===== config.mk =====
export PLATFORM = sky130hd
export DESIGN_NAME = ssf_top
export DESIGN_NICKNAME = d
export VERILOG_FILES = /design/src/verilog/ssf_pkg.sv /design/src/verilog/ssf_sync.sv /design/src/verilog/ssf_top.sv
export VERILOG_INCLUDE_DIRS = /design/src /design/src/verilog
export SDC_FILE = /design/constraint.sdc
export NUM_CORES = 1
export LEC_CHECK = 0
export BUFFER_PORTS_ARGS = -buffer_cell sky130_fd_sc_hd__buf_2
export CAP_MARGIN = 20
export CORE_MARGIN = 2
export CORE_UTILIZATION = 54
export DETAILED_ROUTE_END_ITERATION = 10
export PLACE_DENSITY = 0.72
export SYNTH_ARGS = -nofsm -noshare
export SYNTH_HDL_FRONTEND = slang
export SYNTH_SLANG_ARGS = --single-unit
export TNS_END_PERCENT = 5

===== constraint.sdc =====
create_clock -name pclk -period 3.3 [get_ports pclk]
set_input_delay 0.495 -clock pclk [delete_from_list [all_inputs] [get_ports pclk]]
set_output_delay 0.495 -clock pclk [all_outputs]
set_load 0.05 [all_outputs]

===== src/verilog/ssf_regs.svh =====
// register map, field positions and reset values of the spi status flag block
`ifndef SSF_REGS_SVH
`define SSF_REGS_SVH

`define SSF_ADDR_W        12
`define SSF_STATUS_IDX    8'h99
`define SSF_RXDATA_IDX    8'h9A
`define SSF_TXDATA_IDX    8'h9B
`define SSF_CTRL_IDX      8'hA0
`define SSF_STATUS_ADDR   {2'b00, `SSF_STATUS_IDX, 2'b00}
`define SSF_RXDATA_ADDR   {2'b00, `SSF_RXDATA_IDX, 2'b00}
`define SSF_TXDATA_ADDR   {2'b00, `SSF_TXDATA_IDX, 2'b00}
`define SSF_CTRL_ADDR     {2'b00, `SSF_CTRL_IDX, 2'b00}

`define SSF_CTRL_RXIE     0
`define SSF_CTRL_RXIE_ALT 1
`define SSF_CTRL_TXIE     2
`define SSF_CTRL_EXP_EN   3
`define SSF_CTRL_W        4
`define SSF_CTRL_RST      4'h0

`define SSF_FIFO_DEPTH    12
`define SSF_PTR_ZERO      4'h0
`define SSF_CNT_ZERO      4'h0
`define SSF_BITS_LAST     3'h7
`define SSF_BITS_ZERO     3'h0
`define SSF_IDLE_BYTE     8'hFF
`define SSF_RSVD_BITS     2'h0

`endif


===== src/verilog/ssf_pkg.sv =====
// types shared by the spi status flag block
`default_nettype none
package ssf_pkg;
   // order gives the status byte layout, bit 7 first, two reserved bits last
   typedef struct packed {
      logic       rx_overrun_flag;
      logic       rx_not_empty_flag;
      logic       tx_full_flag;
      logic       tx_empty_flag;
      logic       tx_flush_flag;
      logic       expander_detect_flag;
      logic [1:0] reserved;
   } ssf_status_t;

   typedef struct packed {
      logic sck;
      logic mosi;
      logic ss_n;
   } ssf_pins_t;
endpackage
`default_nettype wire


===== src/verilog/ssf_sync.sv =====
// two flip-flop synchroniser for a group of pin inputs
`timescale 1ns/1ns
`default_nettype none
module ssf_sync #(
   parameter int WIDTH = 1
) (
   input  wire logic             pclk,
   input  wire logic             presetn,
   input  wire logic [WIDTH-1:0] din,
   input  wire logic [WIDTH-1:0] rst_val,
   output var  logic [WIDTH-1:0] dout
);
   logic [WIDTH-1:0] meta;
   logic [WIDTH-1:0] sync2;
   logic [1:0]       arm;

   // async reset may only load constants; idle level shows until both stages hold pin data
   always_ff @(posedge pclk or negedge presetn) begin
      if (!presetn) begin
         meta  <= '0;
         sync2 <= '0;
         arm   <= 2'h0;
      end else begin
         meta  <= din;
         sync2 <= meta;
         arm   <= {arm[0], 1'b1};
      end
   end

   // without the mux a reset value of zero would look like a select edge
   assign dout = arm[1] ? sync2 : rst_val;
endmodule // ssf_sync
`default_nettype wire


===== src/verilog/ssf_top.sv =====
// spi status flags, receive and transmit fifos, slave-side shifter and apb registers
//
// Overview of operation
// - overrun flag on write into full receive fifo
// - overrunning byte is discarded
// - overrun raises receive interrupt when enabled
// - status write while overrun is set clears it and empties receive fifo, unless a byte completes into the full fifo in that cycle
// - overrun freezes write pointer, stores nothing
// - core reads keep working during overrun
// - not-empty follows the receive count, cleared when drained
// - not-empty raises receive interrupt when enabled
// - full on core write filling; cleared on spi read
// - empty on spi read draining; set at reset
// - flush when select rises with data pending
// - flush zeroes both hidden transmit pointers
// - transmit data write clears flush flag
// - transmit interrupt while pointers equal and empty
// - expander flag after first byte when mosi low
// - expander flag cleared on select rising edge
// - status register read-only, writes store nothing
// - twelve-byte fifos, pointers wrap, never decrement
// - clearing overrun zeroes both receive pointers
`timescale 1ns/1ns
`default_nettype none
`include "ssf_regs.svh"
module ssf_top
   import ssf_pkg::*;
#(
   parameter int DEPTH = `SSF_FIFO_DEPTH
) (
   input  wire logic                  pclk,
   input  wire logic                  presetn,
   input  wire logic                  psel,
   input  wire logic                  penable,
   input  wire logic                  pwrite,
   input  wire logic [`SSF_ADDR_W-1:0] paddr,
   input  wire logic [31:0]           pwdata,
   output var  logic [31:0]           prdata,
   output var  logic                  pready,
   output var  logic                  pslverr,
   input  wire logic                  sck,
   input  wire logic                  mosi,
   input  wire logic                  ss_n,
   output var  logic                  miso,
   output var  logic                  miso_oe,
   output var  logic                  rx_irq,
   output var  logic                  tx_irq
);
   ssf_pins_t   pins_s;
   ssf_pins_t   pins_idle;
   logic        sck_d, ss_d;
   ssf_status_t st, next_st;
   logic [`SSF_CTRL_W-1:0] ctrl, next_ctrl;
   logic [7:0]  rx_mem [DEPTH];
   logic [7:0]  tx_mem [DEPTH];
   logic [7:0]  next_rx_mem [DEPTH];
   logic [7:0]  next_tx_mem [DEPTH];
   logic [3:0]  rx_write_ptr, rx_read_ptr, tx_write_ptr, tx_read_ptr;
   logic [3:0]  next_rx_write_ptr, next_rx_read_ptr, next_tx_write_ptr, next_tx_read_ptr;
   logic [3:0]  rx_cnt, tx_cnt, next_rx_cnt, next_tx_cnt;
   logic [7:0]  rx_shift, tx_shift, next_rx_shift, next_tx_shift;
   logic [2:0]  bit_cnt, next_bit_cnt;
   logic        tx_loaded, tx_busy, exp_mode, exp_done;
   logic        next_tx_loaded, next_tx_busy, next_exp_mode, next_exp_done;
   logic [31:0] next_prdata;
   logic        next_pready, next_pslverr, next_miso, next_miso_oe, next_rx_irq, next_tx_irq;

   logic sck_rise, sck_fall, ss_fall, ss_rise, selected, byte_done;
   logic apb_setup, apb_done, wr_status, wr_rxdata, wr_txdata, wr_ctrl, rd_rxdata;
   logic [7:0] rx_byte;

   function automatic logic [3:0] ptr_inc(input logic [3:0] p);
      ptr_inc = (p == 4'(DEPTH - 1)) ? `SSF_PTR_ZERO : 4'(p + 4'h1);
   endfunction

   assign pins_idle = '{sck: 1'b0, mosi: 1'b1, ss_n: 1'b1};

   // pins cross into the core clock before anything looks at them
   ssf_sync #(.WIDTH(3)) u_sync (
      .pclk    (pclk),
      .presetn (presetn),
      .din     ({sck, mosi, ss_n}),
      .rst_val (pins_idle),
      .dout    (pins_s)
   );

   always_ff @(posedge pclk or negedge presetn) begin
      if (!presetn) begin
         sck_d <= 1'b0;
         ss_d  <= 1'b1;
      end else begin
         sck_d <= pins_s.sck;
         ss_d  <= pins_s.ss_n;
      end
   end

   always_comb begin
      selected  = ~pins_s.ss_n;
      sck_rise  = pins_s.sck & ~sck_d & selected;
      sck_fall  = ~pins_s.sck & sck_d & selected;
      ss_fall   = ~pins_s.ss_n & ss_d;
      ss_rise   = pins_s.ss_n & ~ss_d;
      byte_done = sck_rise & (bit_cnt == `SSF_BITS_LAST);
      rx_byte   = {rx_shift[6:0], pins_s.mosi};
      apb_setup = psel & ~penable;
      apb_done  = psel & penable & pready;
      wr_status = apb_done & pwrite & (paddr == `SSF_STATUS_ADDR);
      wr_rxdata = apb_done & pwrite & (paddr == `SSF_RXDATA_ADDR);
      wr_txdata = apb_done & pwrite & (paddr == `SSF_TXDATA_ADDR);
      wr_ctrl   = apb_done & pwrite & (paddr == `SSF_CTRL_ADDR);
      rd_rxdata = apb_done & ~pwrite & (paddr == `SSF_RXDATA_ADDR);
   end

   // shifter: samples mosi on sck rise, shifts miso on sck fall, msb first
   always_comb begin
      next_rx_shift = rx_shift;
      next_tx_shift = tx_shift;
      next_bit_cnt  = bit_cnt;
      next_tx_loaded = tx_loaded;
      next_tx_busy  = tx_busy;
      next_exp_mode = exp_mode;
      next_exp_done = exp_done;
      if (sck_rise) begin
         next_rx_shift = rx_byte;
         next_bit_cnt  = 3'(bit_cnt + 3'h1);
         if (bit_cnt == `SSF_BITS_ZERO && tx_loaded)
            next_tx_busy = 1'b1;
      end
      // no shift right after a byte boundary, the fresh msb is already on miso
      if (sck_fall && bit_cnt != `SSF_BITS_ZERO)
         next_tx_shift = {tx_shift[6:0], 1'b1};
      if (byte_done) begin
         next_tx_busy = 1'b0;
         if (exp_mode)
            next_exp_done = 1'b1;
      end
      if (ss_fall || byte_done) begin
         next_tx_loaded = ~st.tx_empty_flag;
         next_tx_shift  = st.tx_empty_flag ? `SSF_IDLE_BYTE : tx_mem[tx_read_ptr];
      end
      if (ss_fall)
         next_exp_mode = ctrl[`SSF_CTRL_EXP_EN] & ~pins_s.mosi;
      if (pins_s.ss_n) begin
         next_bit_cnt  = `SSF_BITS_ZERO;
         next_tx_busy  = 1'b0;
         next_exp_mode = 1'b0;
         next_exp_done = 1'b0;
      end
   end

   // receive fifo
   always_comb begin
      next_rx_mem       = rx_mem;
      next_rx_write_ptr = rx_write_ptr;
      next_rx_read_ptr  = rx_read_ptr;
      next_rx_cnt       = rx_cnt;
      next_st.rx_overrun_flag = st.rx_overrun_flag;
      if (wr_rxdata)
         next_rx_mem[rx_read_ptr] = pwdata[7:0];
      if (rd_rxdata && rx_cnt != `SSF_CNT_ZERO) begin
         next_rx_read_ptr = ptr_inc(rx_read_ptr);
         next_rx_cnt      = 4'(next_rx_cnt - 4'h1);
      end
      // expander bytes belong to the port, not the fifo
      if (byte_done && !exp_mode && !exp_done) begin
         if (rx_cnt == 4'(DEPTH)) begin
            next_st.rx_overrun_flag = 1'b1;
         end else if (!st.rx_overrun_flag) begin
            next_rx_mem[rx_write_ptr] = rx_byte;
            next_rx_write_ptr = ptr_inc(rx_write_ptr);
            next_rx_cnt       = 4'(next_rx_cnt + 4'h1);
         end
      end
      // a fresh overrun in the same cycle outlasts the clear
      if (wr_status && st.rx_overrun_flag && next_st.rx_overrun_flag == st.rx_overrun_flag
          && !(byte_done && rx_cnt == 4'(DEPTH))) begin
         next_st.rx_overrun_flag = 1'b0;
         next_rx_write_ptr = `SSF_PTR_ZERO;
         next_rx_read_ptr  = `SSF_PTR_ZERO;
         next_rx_cnt       = `SSF_CNT_ZERO;
      end
      next_st.rx_not_empty_flag = (next_rx_cnt != `SSF_CNT_ZERO);
   end

   // transmit fifo and flags; pointers are never visible on the bus
   always_comb begin
      next_tx_mem       = tx_mem;
      next_tx_write_ptr = tx_write_ptr;
      next_tx_read_ptr  = tx_read_ptr;
      next_tx_cnt       = tx_cnt;
      next_st.tx_full_flag  = st.tx_full_flag;
      next_st.tx_empty_flag = st.tx_empty_flag;
      next_st.tx_flush_flag = st.tx_flush_flag;
      // writes into a full fifo are dropped rather than overwriting unsent data
      if (wr_txdata && !st.tx_full_flag) begin
         next_tx_mem[tx_write_ptr] = pwdata[7:0];
         next_tx_write_ptr = ptr_inc(tx_write_ptr);
         next_tx_cnt       = 4'(next_tx_cnt + 4'h1);
         next_st.tx_empty_flag = 1'b0;
      end
      if (wr_txdata)
         next_st.tx_flush_flag = 1'b0;
      if (sck_rise && bit_cnt == `SSF_BITS_ZERO && tx_loaded) begin
         next_tx_read_ptr = ptr_inc(tx_read_ptr);
         next_tx_cnt      = 4'(next_tx_cnt - 4'h1);
      end
      if (next_tx_cnt == 4'(DEPTH))
         next_st.tx_full_flag = 1'b1;
      else
         next_st.tx_full_flag = 1'b0;
      if (next_tx_cnt == `SSF_CNT_ZERO)
         next_st.tx_empty_flag = 1'b1;
      if (ss_rise && (tx_cnt != `SSF_CNT_ZERO || tx_busy)) begin
         next_tx_write_ptr = `SSF_PTR_ZERO;
         next_tx_read_ptr  = `SSF_PTR_ZERO;
         next_tx_cnt       = `SSF_CNT_ZERO;
         next_st.tx_flush_flag = 1'b1;
         next_st.tx_empty_flag = 1'b1;
         next_st.tx_full_flag  = 1'b0;
      end
   end

   // expander flag, status reserved bits, irq and pin outputs
   always_comb begin
      next_st.expander_detect_flag = st.expander_detect_flag;
      if (byte_done && exp_mode && !exp_done)
         next_st.expander_detect_flag = 1'b1;
      if (ss_rise)
         next_st.expander_detect_flag = 1'b0;
      next_st.reserved = `SSF_RSVD_BITS;
      next_rx_irq = (next_st.rx_overrun_flag & ctrl[`SSF_CTRL_RXIE])
                  | (next_st.rx_not_empty_flag & ctrl[`SSF_CTRL_RXIE_ALT]);
      next_tx_irq = ctrl[`SSF_CTRL_TXIE] & next_st.tx_empty_flag
                  & (next_tx_read_ptr == next_tx_write_ptr);
      next_miso    = next_tx_shift[7];
      next_miso_oe = ~pins_s.ss_n;
   end

   // apb slave: one wait-free access phase, data latched at setup
   always_comb begin
      next_ctrl    = ctrl;
      next_pready  = apb_setup;
      next_pslverr = 1'b0;
      next_prdata  = prdata;
      if (wr_ctrl)
         next_ctrl = pwdata[`SSF_CTRL_W-1:0];
      // a status write stores nothing; its only effect is the overrun clear
      if (apb_setup) begin
         next_prdata = '0;
         unique case (paddr)
            `SSF_STATUS_ADDR: next_prdata = {24'h000000, st};
            `SSF_RXDATA_ADDR: next_prdata = {24'h000000, rx_mem[rx_read_ptr]};
            `SSF_TXDATA_ADDR: next_prdata = {24'h000000, tx_mem[tx_write_ptr]};
            `SSF_CTRL_ADDR:   next_prdata = {28'h0000000, ctrl};
            default:          next_pslverr = 1'b1;
         endcase
      end
   end

   always_ff @(posedge pclk or negedge presetn) begin
      if (!presetn) begin
         st           <= '{rx_overrun_flag: 1'b0, rx_not_empty_flag: 1'b0, tx_full_flag: 1'b0,
                           tx_empty_flag: 1'b1, tx_flush_flag: 1'b0,
                           expander_detect_flag: 1'b0, reserved: 2'b00};
         ctrl         <= `SSF_CTRL_RST;
         rx_write_ptr <= `SSF_PTR_ZERO;
         rx_read_ptr  <= `SSF_PTR_ZERO;
         tx_write_ptr <= `SSF_PTR_ZERO;
         tx_read_ptr  <= `SSF_PTR_ZERO;
         rx_cnt       <= `SSF_CNT_ZERO;
         tx_cnt       <= `SSF_CNT_ZERO;
         for (int i = 0; i < DEPTH; i++) begin
            rx_mem[i] <= 8'h00;
            tx_mem[i] <= 8'h00;
         end
         rx_shift  <= 8'h00;
         tx_shift  <= `SSF_IDLE_BYTE;
         bit_cnt   <= `SSF_BITS_ZERO;
         tx_loaded <= 1'b0;
         tx_busy   <= 1'b0;
         exp_mode  <= 1'b0;
         exp_done  <= 1'b0;
         prdata    <= 32'h00000000;
         pready    <= 1'b0;
         pslverr   <= 1'b0;
         miso      <= 1'b1;
         miso_oe   <= 1'b0;
         rx_irq    <= 1'b0;
         tx_irq    <= 1'b0;
      end else begin
         st           <= next_st;
         ctrl         <= next_ctrl;
         rx_write_ptr <= next_rx_write_ptr;
         rx_read_ptr  <= next_rx_read_ptr;
         tx_write_ptr <= next_tx_write_ptr;
         tx_read_ptr  <= next_tx_read_ptr;
         rx_cnt       <= next_rx_cnt;
         tx_cnt       <= next_tx_cnt;
         rx_mem       <= next_rx_mem;
         tx_mem       <= next_tx_mem;
         rx_shift     <= next_rx_shift;
         tx_shift     <= next_tx_shift;
         bit_cnt      <= next_bit_cnt;
         tx_loaded    <= next_tx_loaded;
         tx_busy      <= next_tx_busy;
         exp_mode     <= next_exp_mode;
         exp_done     <= next_exp_done;
         prdata       <= next_prdata;
         pready       <= next_pready;
         pslverr      <= next_pslverr;
         miso         <= next_miso;
         miso_oe      <= next_miso_oe;
         rx_irq       <= next_rx_irq;
         tx_irq       <= next_tx_irq;
      end
   end
endmodule // ssf_top
`default_nettype wire


==> Word-level counts from Yosys, hierarchy flattened <==
Cells that the tools add are included.
{ "word_totals": {"register_bits": 295, "latchBits": 0, "ramBits": 0, "romBits": 0, "in_bits": 52, "out_inout_bits": 38, "memories": 0} }
{ "classes": {"addsub": 9, "multipliers": 0, "div": 0, "n_lt_le_gt_ge": 7, "eq_ne": 15, "n_shift": 0, "n_mux": 72, "n_bitwise": 35, "reduce_logical": 45} }
{ "ops": {"columns": ["op", "count"], "rows": [
  ["96-bit two-way mux", 4],
  ["96-bit bitwise mux", 3],
  ["8-bit binary-select mux with 4-bit select", 3],
  ["8-bit demux with 4-bit select", 3],
  ["8-bit two-way mux", 12],
  ["4-bit two-way mux", 22],
  ["12-bit by 10-bit == test with 1-bit output (second input constant)", 4],
  ["8-bit one-hot mux with 4 select lines", 1],
  ["4-bit by 1-bit adder with 4-bit output (second input constant)", 6],
  ["4-bit == test (second input constant)", 6],
  ["1-bit AND", 22],
  ["5-bit >= comparator (second input constant)", 4],
  ["1-bit two-way mux", 20],
  ["4-bit inverter with 5-bit output", 4],
  ["1-bit logical AND", 18],
  ["2-bit nonzero test", 9],
  ["5-bit by 1-bit < comparator with 1-bit output (second input constant)", 3],
  ["3-bit two-way mux", 4],
  ["4-bit nonzero test", 3],
  ["3-bit nonzero test", 3],
  ["1-bit inverter", 8],
  ["4-bit by 1-bit subtractor with 4-bit output (second input constant)", 2],
  ["4-bit == test", 1],
  ["1-bit zero test", 4],
  ["other kinds (11)", 14]
]} }

==> Depth between registers and ports, before layout <==
{ "logic_depth": {"depth_word": 14, "ltp_mapped": 13, "ltp_nobuf": 12} }

==> Modules after synthesis <==
From an unflattened synthesis, not the netlist that was laid out.
{ "unflattened": {"hier_cells": 1286, "hier_area_um2": 14740.4} }
{ "by_module_without_submodules": {"columns": ["module", "n_inst", "cells_each", "area_per_inst_um2", "seq_area_each_um2"], "rows": [
  ["ssf_top", 1, 1274, 14502.7, 6593.8],
  ["ssf_sync", 1, 12, 237.7, 200.2]
]} }

==> Worst setup path after synthesis <==
Ideal clock, no wire load.
{ "synth_path": {"path_kind": "input -> register", "start": "input paddr[11]", "end": "register rx_irq", "setup_ns": 0.126, "arrival_ns": 3.302, "required_time_ns": 3.174, "path_slack_ns": -0.128, "stages": 11, "path_buffers": 0, "cell_sequence": "or4_4 > or4_4 > nor4_4 > mux2_2 > inv_1 > ha_1 > xor2_1 > or3_1 > a21o_1 > a21oi_2 > o21ai_1"} }
{ "synth_via": {"elab_chain_len": 12} }
{ "synth_rtl": {"columns": ["element", "line_no", "text"], "rows": [
  ["from (decl)", "ssf_top.sv:36", "input wire logic [`SSF_ADDR_W-1:0] paddr,"],
  ["12-bit by 10-bit == test with 1-bit output", null, null],
  ["1-bit AND", "ssf_top.sv:111", "rd_rxdata = apb_done & ~pwrite & (paddr == `SSF_RXDATA_ADDR);"],
  ["1-bit logical AND (no line)", null, null],
  ["4-bit two-way mux", "ssf_top.sv:160", "if (rd_rxdata && rx_cnt != `SSF_CNT_ZERO) begin"],
  ["4-bit by 1-bit adder with 4-bit output", "ssf_top.sv:171", "next_rx_cnt = 4'(next_rx_cnt + 4'h1);"],
  ["4-bit two-way mux", "ssf_top.sv:168", "end else if (!st.rx_overrun_flag) begin"],
  ["4-bit two-way mux", "ssf_top.sv:166", "if (rx_cnt == 4'(DEPTH)) begin"],
  ["4-bit two-way mux", "ssf_top.sv:165", "if (byte_done && !exp_mode && !exp_done) begin"],
  ["4-bit two-way mux", "ssf_top.sv:175", "if (wr_status && st.rx_overrun_flag && next_st.rx_overrun_flag == st.rx_overrun_flag"],
  ["4-bit nonzero test (no line)", null, null],
  ["1-bit AND", "ssf_top.sv:232", "| (next_st.rx_not_empty_flag & ctrl[`SSF_CTRL_RXIE_ALT]);"],
  ["1-bit bitwise OR (*)", "ssf_top.sv:231", "next_rx_irq = (next_st.rx_overrun_flag & ctrl[`SSF_CTRL_RXIE])"],
  ["via next_rx_irq", "ssf_top.sv:66", "logic next_pready, next_pslverr, next_miso, next_miso_oe, next_rx_irq, next_tx_irq;"],
  ["to (signal assigned)", "ssf_top.sv:313", "rx_irq <= next_rx_irq;"],
  ["to (decl)", "ssf_top.sv:46", "output var logic rx_irq,"]
]} }
The timed path passes the listed nets; every way through them passes the cells marked *.
A chain may end at the register's enable or synchronous reset.

==> Worst setup path in the final report <==
Ends and elaborated chain as after synthesis.

==> flow_summary.json <==
{
  "synth_area_leader_cell": "dfrtp_1",
  "synthXorXnorAreaFrac_pct": 0.944,
  "critPathMaxFanout": 12,
  "syn2layout_area_growth_pct": 11.7,
  "ys_seq_elements": 271,
  "rsz0062_at_grt": "false",
  "finalCritPeriodShare_pct": 92.1,
  "clk_latency_ns": 0.57,
  "p_leak_nw": 7.55,
  "vias_per_cell": 6.22,
  "n_fill_cell": 2109,
  "slew-limit-headroom_pct": 42.9,
  "clk_pin_slew_ns": 0.06,
  "die_w_microns": 170,
  "die_y_microns": 170,
  "synth_commonest_cells": "dfrtp_1, mux2i_1, nor2_1, a21oi_1, mux2_2",
  "syn_avg_cell_area_sq_um": 11.4,
  "routedWlPerCell_microns": 22.1,
  "dp_slack_ns": -0.267,
  "synthTopCellsByArea": "dfrtp_1, mux4_2, mux2i_1",
  "top_layer_used": "met5",
  "synthAdderAreaFrac_pct": 1.69,
  "wl_met2_microns": 18000,
  "gp_congestion": 0.880,
  "arrival_ns": 3.50,
  "synth_compound_area_share_pct": 8.31,
  "clk_path_buf_depth": 3,
  "numCtsBuffers": 30,
  "cts_tree": "built",
  "yosysWarnings": 0,
  "synth_top_cell_area_share_pct": 44.0,
  "syn-cell-area_sq_um": 14800,
  "core_area_sq_um": 27000,
  "ant_nets": 0,
  "drv_cap": 0,
  "reg2reg_setup_slack_ns": 0.28,
  "async_reset_ff_share_pct": 100,
  "ys_seq_area_share_pct": 45.8,
  "core.rowCount": 60,
  "drcViolationCount": 0,
  "synth_most_common_cell": "dfrtp_1",
  "synth_edf_count": 0,
  "htree_levels": 1,
  "grt_overflow_total": 0,
  "drtIter0Drc": 844,
  "setup_ws_ns": 0.261,
  "drive_above_1_share_pct": 26.5,
  "design.die.area_sq_um": 28800,
  "clock_skew_ns": 0.0236,
  "worstSetupEndpointType": "flop",
  "io_buffers": 41,
  "io_pins": 90,
  "synth_top_family_by_area": "multiplexers",
  "via_count": 10700,
  "nets": 1421,
  "synth_flop_cell": "dfrtp_1",
  "power_density_nw_per_um2": 440,
  "power_w": 0.00730,
  "wl_met1_microns": 16000,
  "n_antenna_cell": 0,
  "post-route-min-period_ns": 3.04,
  "syn_inst": 1304,
  "grt_max_degree": 92,
  "grt_pass1_vias": 10700,
  "synth-simple-area-share_pct": 11.4,
  "finalMaxSlewViolations": 0,
  "worst_slew_pin_slew_ns": 0.856,
  "crit_path_start_kind": "input port",
  "synth_cell_type_count": 74,
  "initial_core_util_pct": 55.1,
  "cts_root_buf": "clkbuf_16",
  "ir_drop_mv": 0.367,
  "cp.required_ns": 3.76,
  "cts.sinks": 271,
  "path_class": "in2reg",
  "grt_pass1_wl_microns": 60100,
  "postLayoutCoreUtil_pct": 61.6,
  "grt.total_usage_pct": 26.9,
  "antenna_found_initial": 1,
  "timing.fmax_ghz": 0.329,
  "routed_wl_microns": 37900,
  "status": "complete, no violations",
  "first_pass_iters": 5,
  "dp_hpwl_microns": 24900,
  "hold_viol": 0,
  "synth.area.mux_share_pct": 27.4,
  "setup_viol": 0,
  "route.met3.wl_microns": 2690,
  "hold_path_class": "in2reg"
}
## per-layer routing
metal / up-vias / global-route usage, %
met1: 5412 / 36.9
met5: - / 0
met3: 82 / 5.28
met2: 382 / 43.8
li1: 4777 / -
met4: 2 / 8.36
## area by class of cell
class	count	area, sq um	area share, %
Sequential cell	271	6800	41.0
Timing Repair Buffer	101	731	4.40
Tap cell	341	427	2.57
Multi-Input combinational cell	914	7500	45.2
Clock buffer	46	891	5.37
Inverter	31	116	0.701
Clock inverter	8	133	0.799
## logic make-up after synthesis
kind of cell,after synthesis
flip-flops,271
AND/OR/NAND/NOR,336
adder cells (fa/ha/maj),20
AO/OA/AOI/OAI,213
XOR/XNOR,16
other,2
multiplexers,304
buffers and inverters,142
## state kept, by name, indices dropped and copies added, names as in the netlist, 6 cells and up
| signal | cells |
|---|---|
| tx_shift | 8 |
| st | 6 |
| rx_mem | 96 |
| rx_shift | 7 |
| tx_mem | 96 |
| prdata | 8 |
## worst max-delay path: stages
cell,delay [ns]
buf_2,0.11
or4_4,0.53
or4_4,0.54
nor4_4,0.35
buf_4,0.24
xnor2_1,0.17
ha_2,0.23
xor2_1,0.10
or3_1,0.34
a21o_1,0.17
a21oi_2,0.14
o21ai_1,0.07
## per-stage QoR
stage	cell area (sq um)	std cells	TNS [ns]	hold WS [ns]
after global routing	16600	1712	0	0.00746
final	16600	1712	0	0.0237
after floorplan	14900	1327	-0.208	0.199
after detailed placement	15600	1657	-0.523	0.337
after global placement	15600	1657	-0.394	0.338
after CTS	16600	1712	0	0.00870
## final timing paths
path                          startpoint             end  cells past startpoint
setup / recovery               paddr[11]          rx_irq                     12
hold / removal                      ss_n  u_sync.meta[0]                      1
setup reg to reg               rx_cnt[0]          rx_irq                     12
hold reg to reg            u_sync.arm[0]   u_sync.arm[1]                      0
max in group asynchronous        presetn           st[4]                      3
min in group asynchronous        presetn      rx_mem[44]                      2
## layout by cell type, fill, tap and decap left out, types with 4 or more instances in the layout
cell,instances
conb_1,25
mux2i_1,132
o21ai_0,38
o22ai_1,9
a21oi_1,113
a211oi_1,7
clkbuf_1,8
nor4_2,4
nor2b_1,6
inv_1,30
ha_1,19
buf_12,5
mux2_2,99
mux4_2,72
nand2_2,8
nand3_1,20
nand2b_1,9
buf_2,40
clkbuf_8,8
dfstp_2,10
clkbuf_16,30
a31oi_1,7
dfrtp_1,259
and2_1,9
xnor2_1,13
a22oi_1,6
nor2_1,132
nand2_1,83
buf_4,54
nand4_1,5
or3_1,11
nor3_1,8
a21o_1,6
## report_power, final
| part | internal (W) | switching (W) | leakage, nW | total [W] |
|---|---|---|---|---|
| Sequential | 0.00337 | 0.000142 | 3.14 | 0.00351 |
| Clock | 0.00208 | 0.00136 | 0.498 | 0.00345 |
| Combinational | 0.0000701 | 0.000275 | 3.92 | 0.000345 |
## repair_timing
action | in CTS | in global routing
setup endpoints to repair | 0 | 2
hold buffers | 1 | 0
resized for setup | 0 | 1
hold endpoints to repair | 26 | 0
setup buffers | 0 | 0
(Power assumes the default switching activity.)
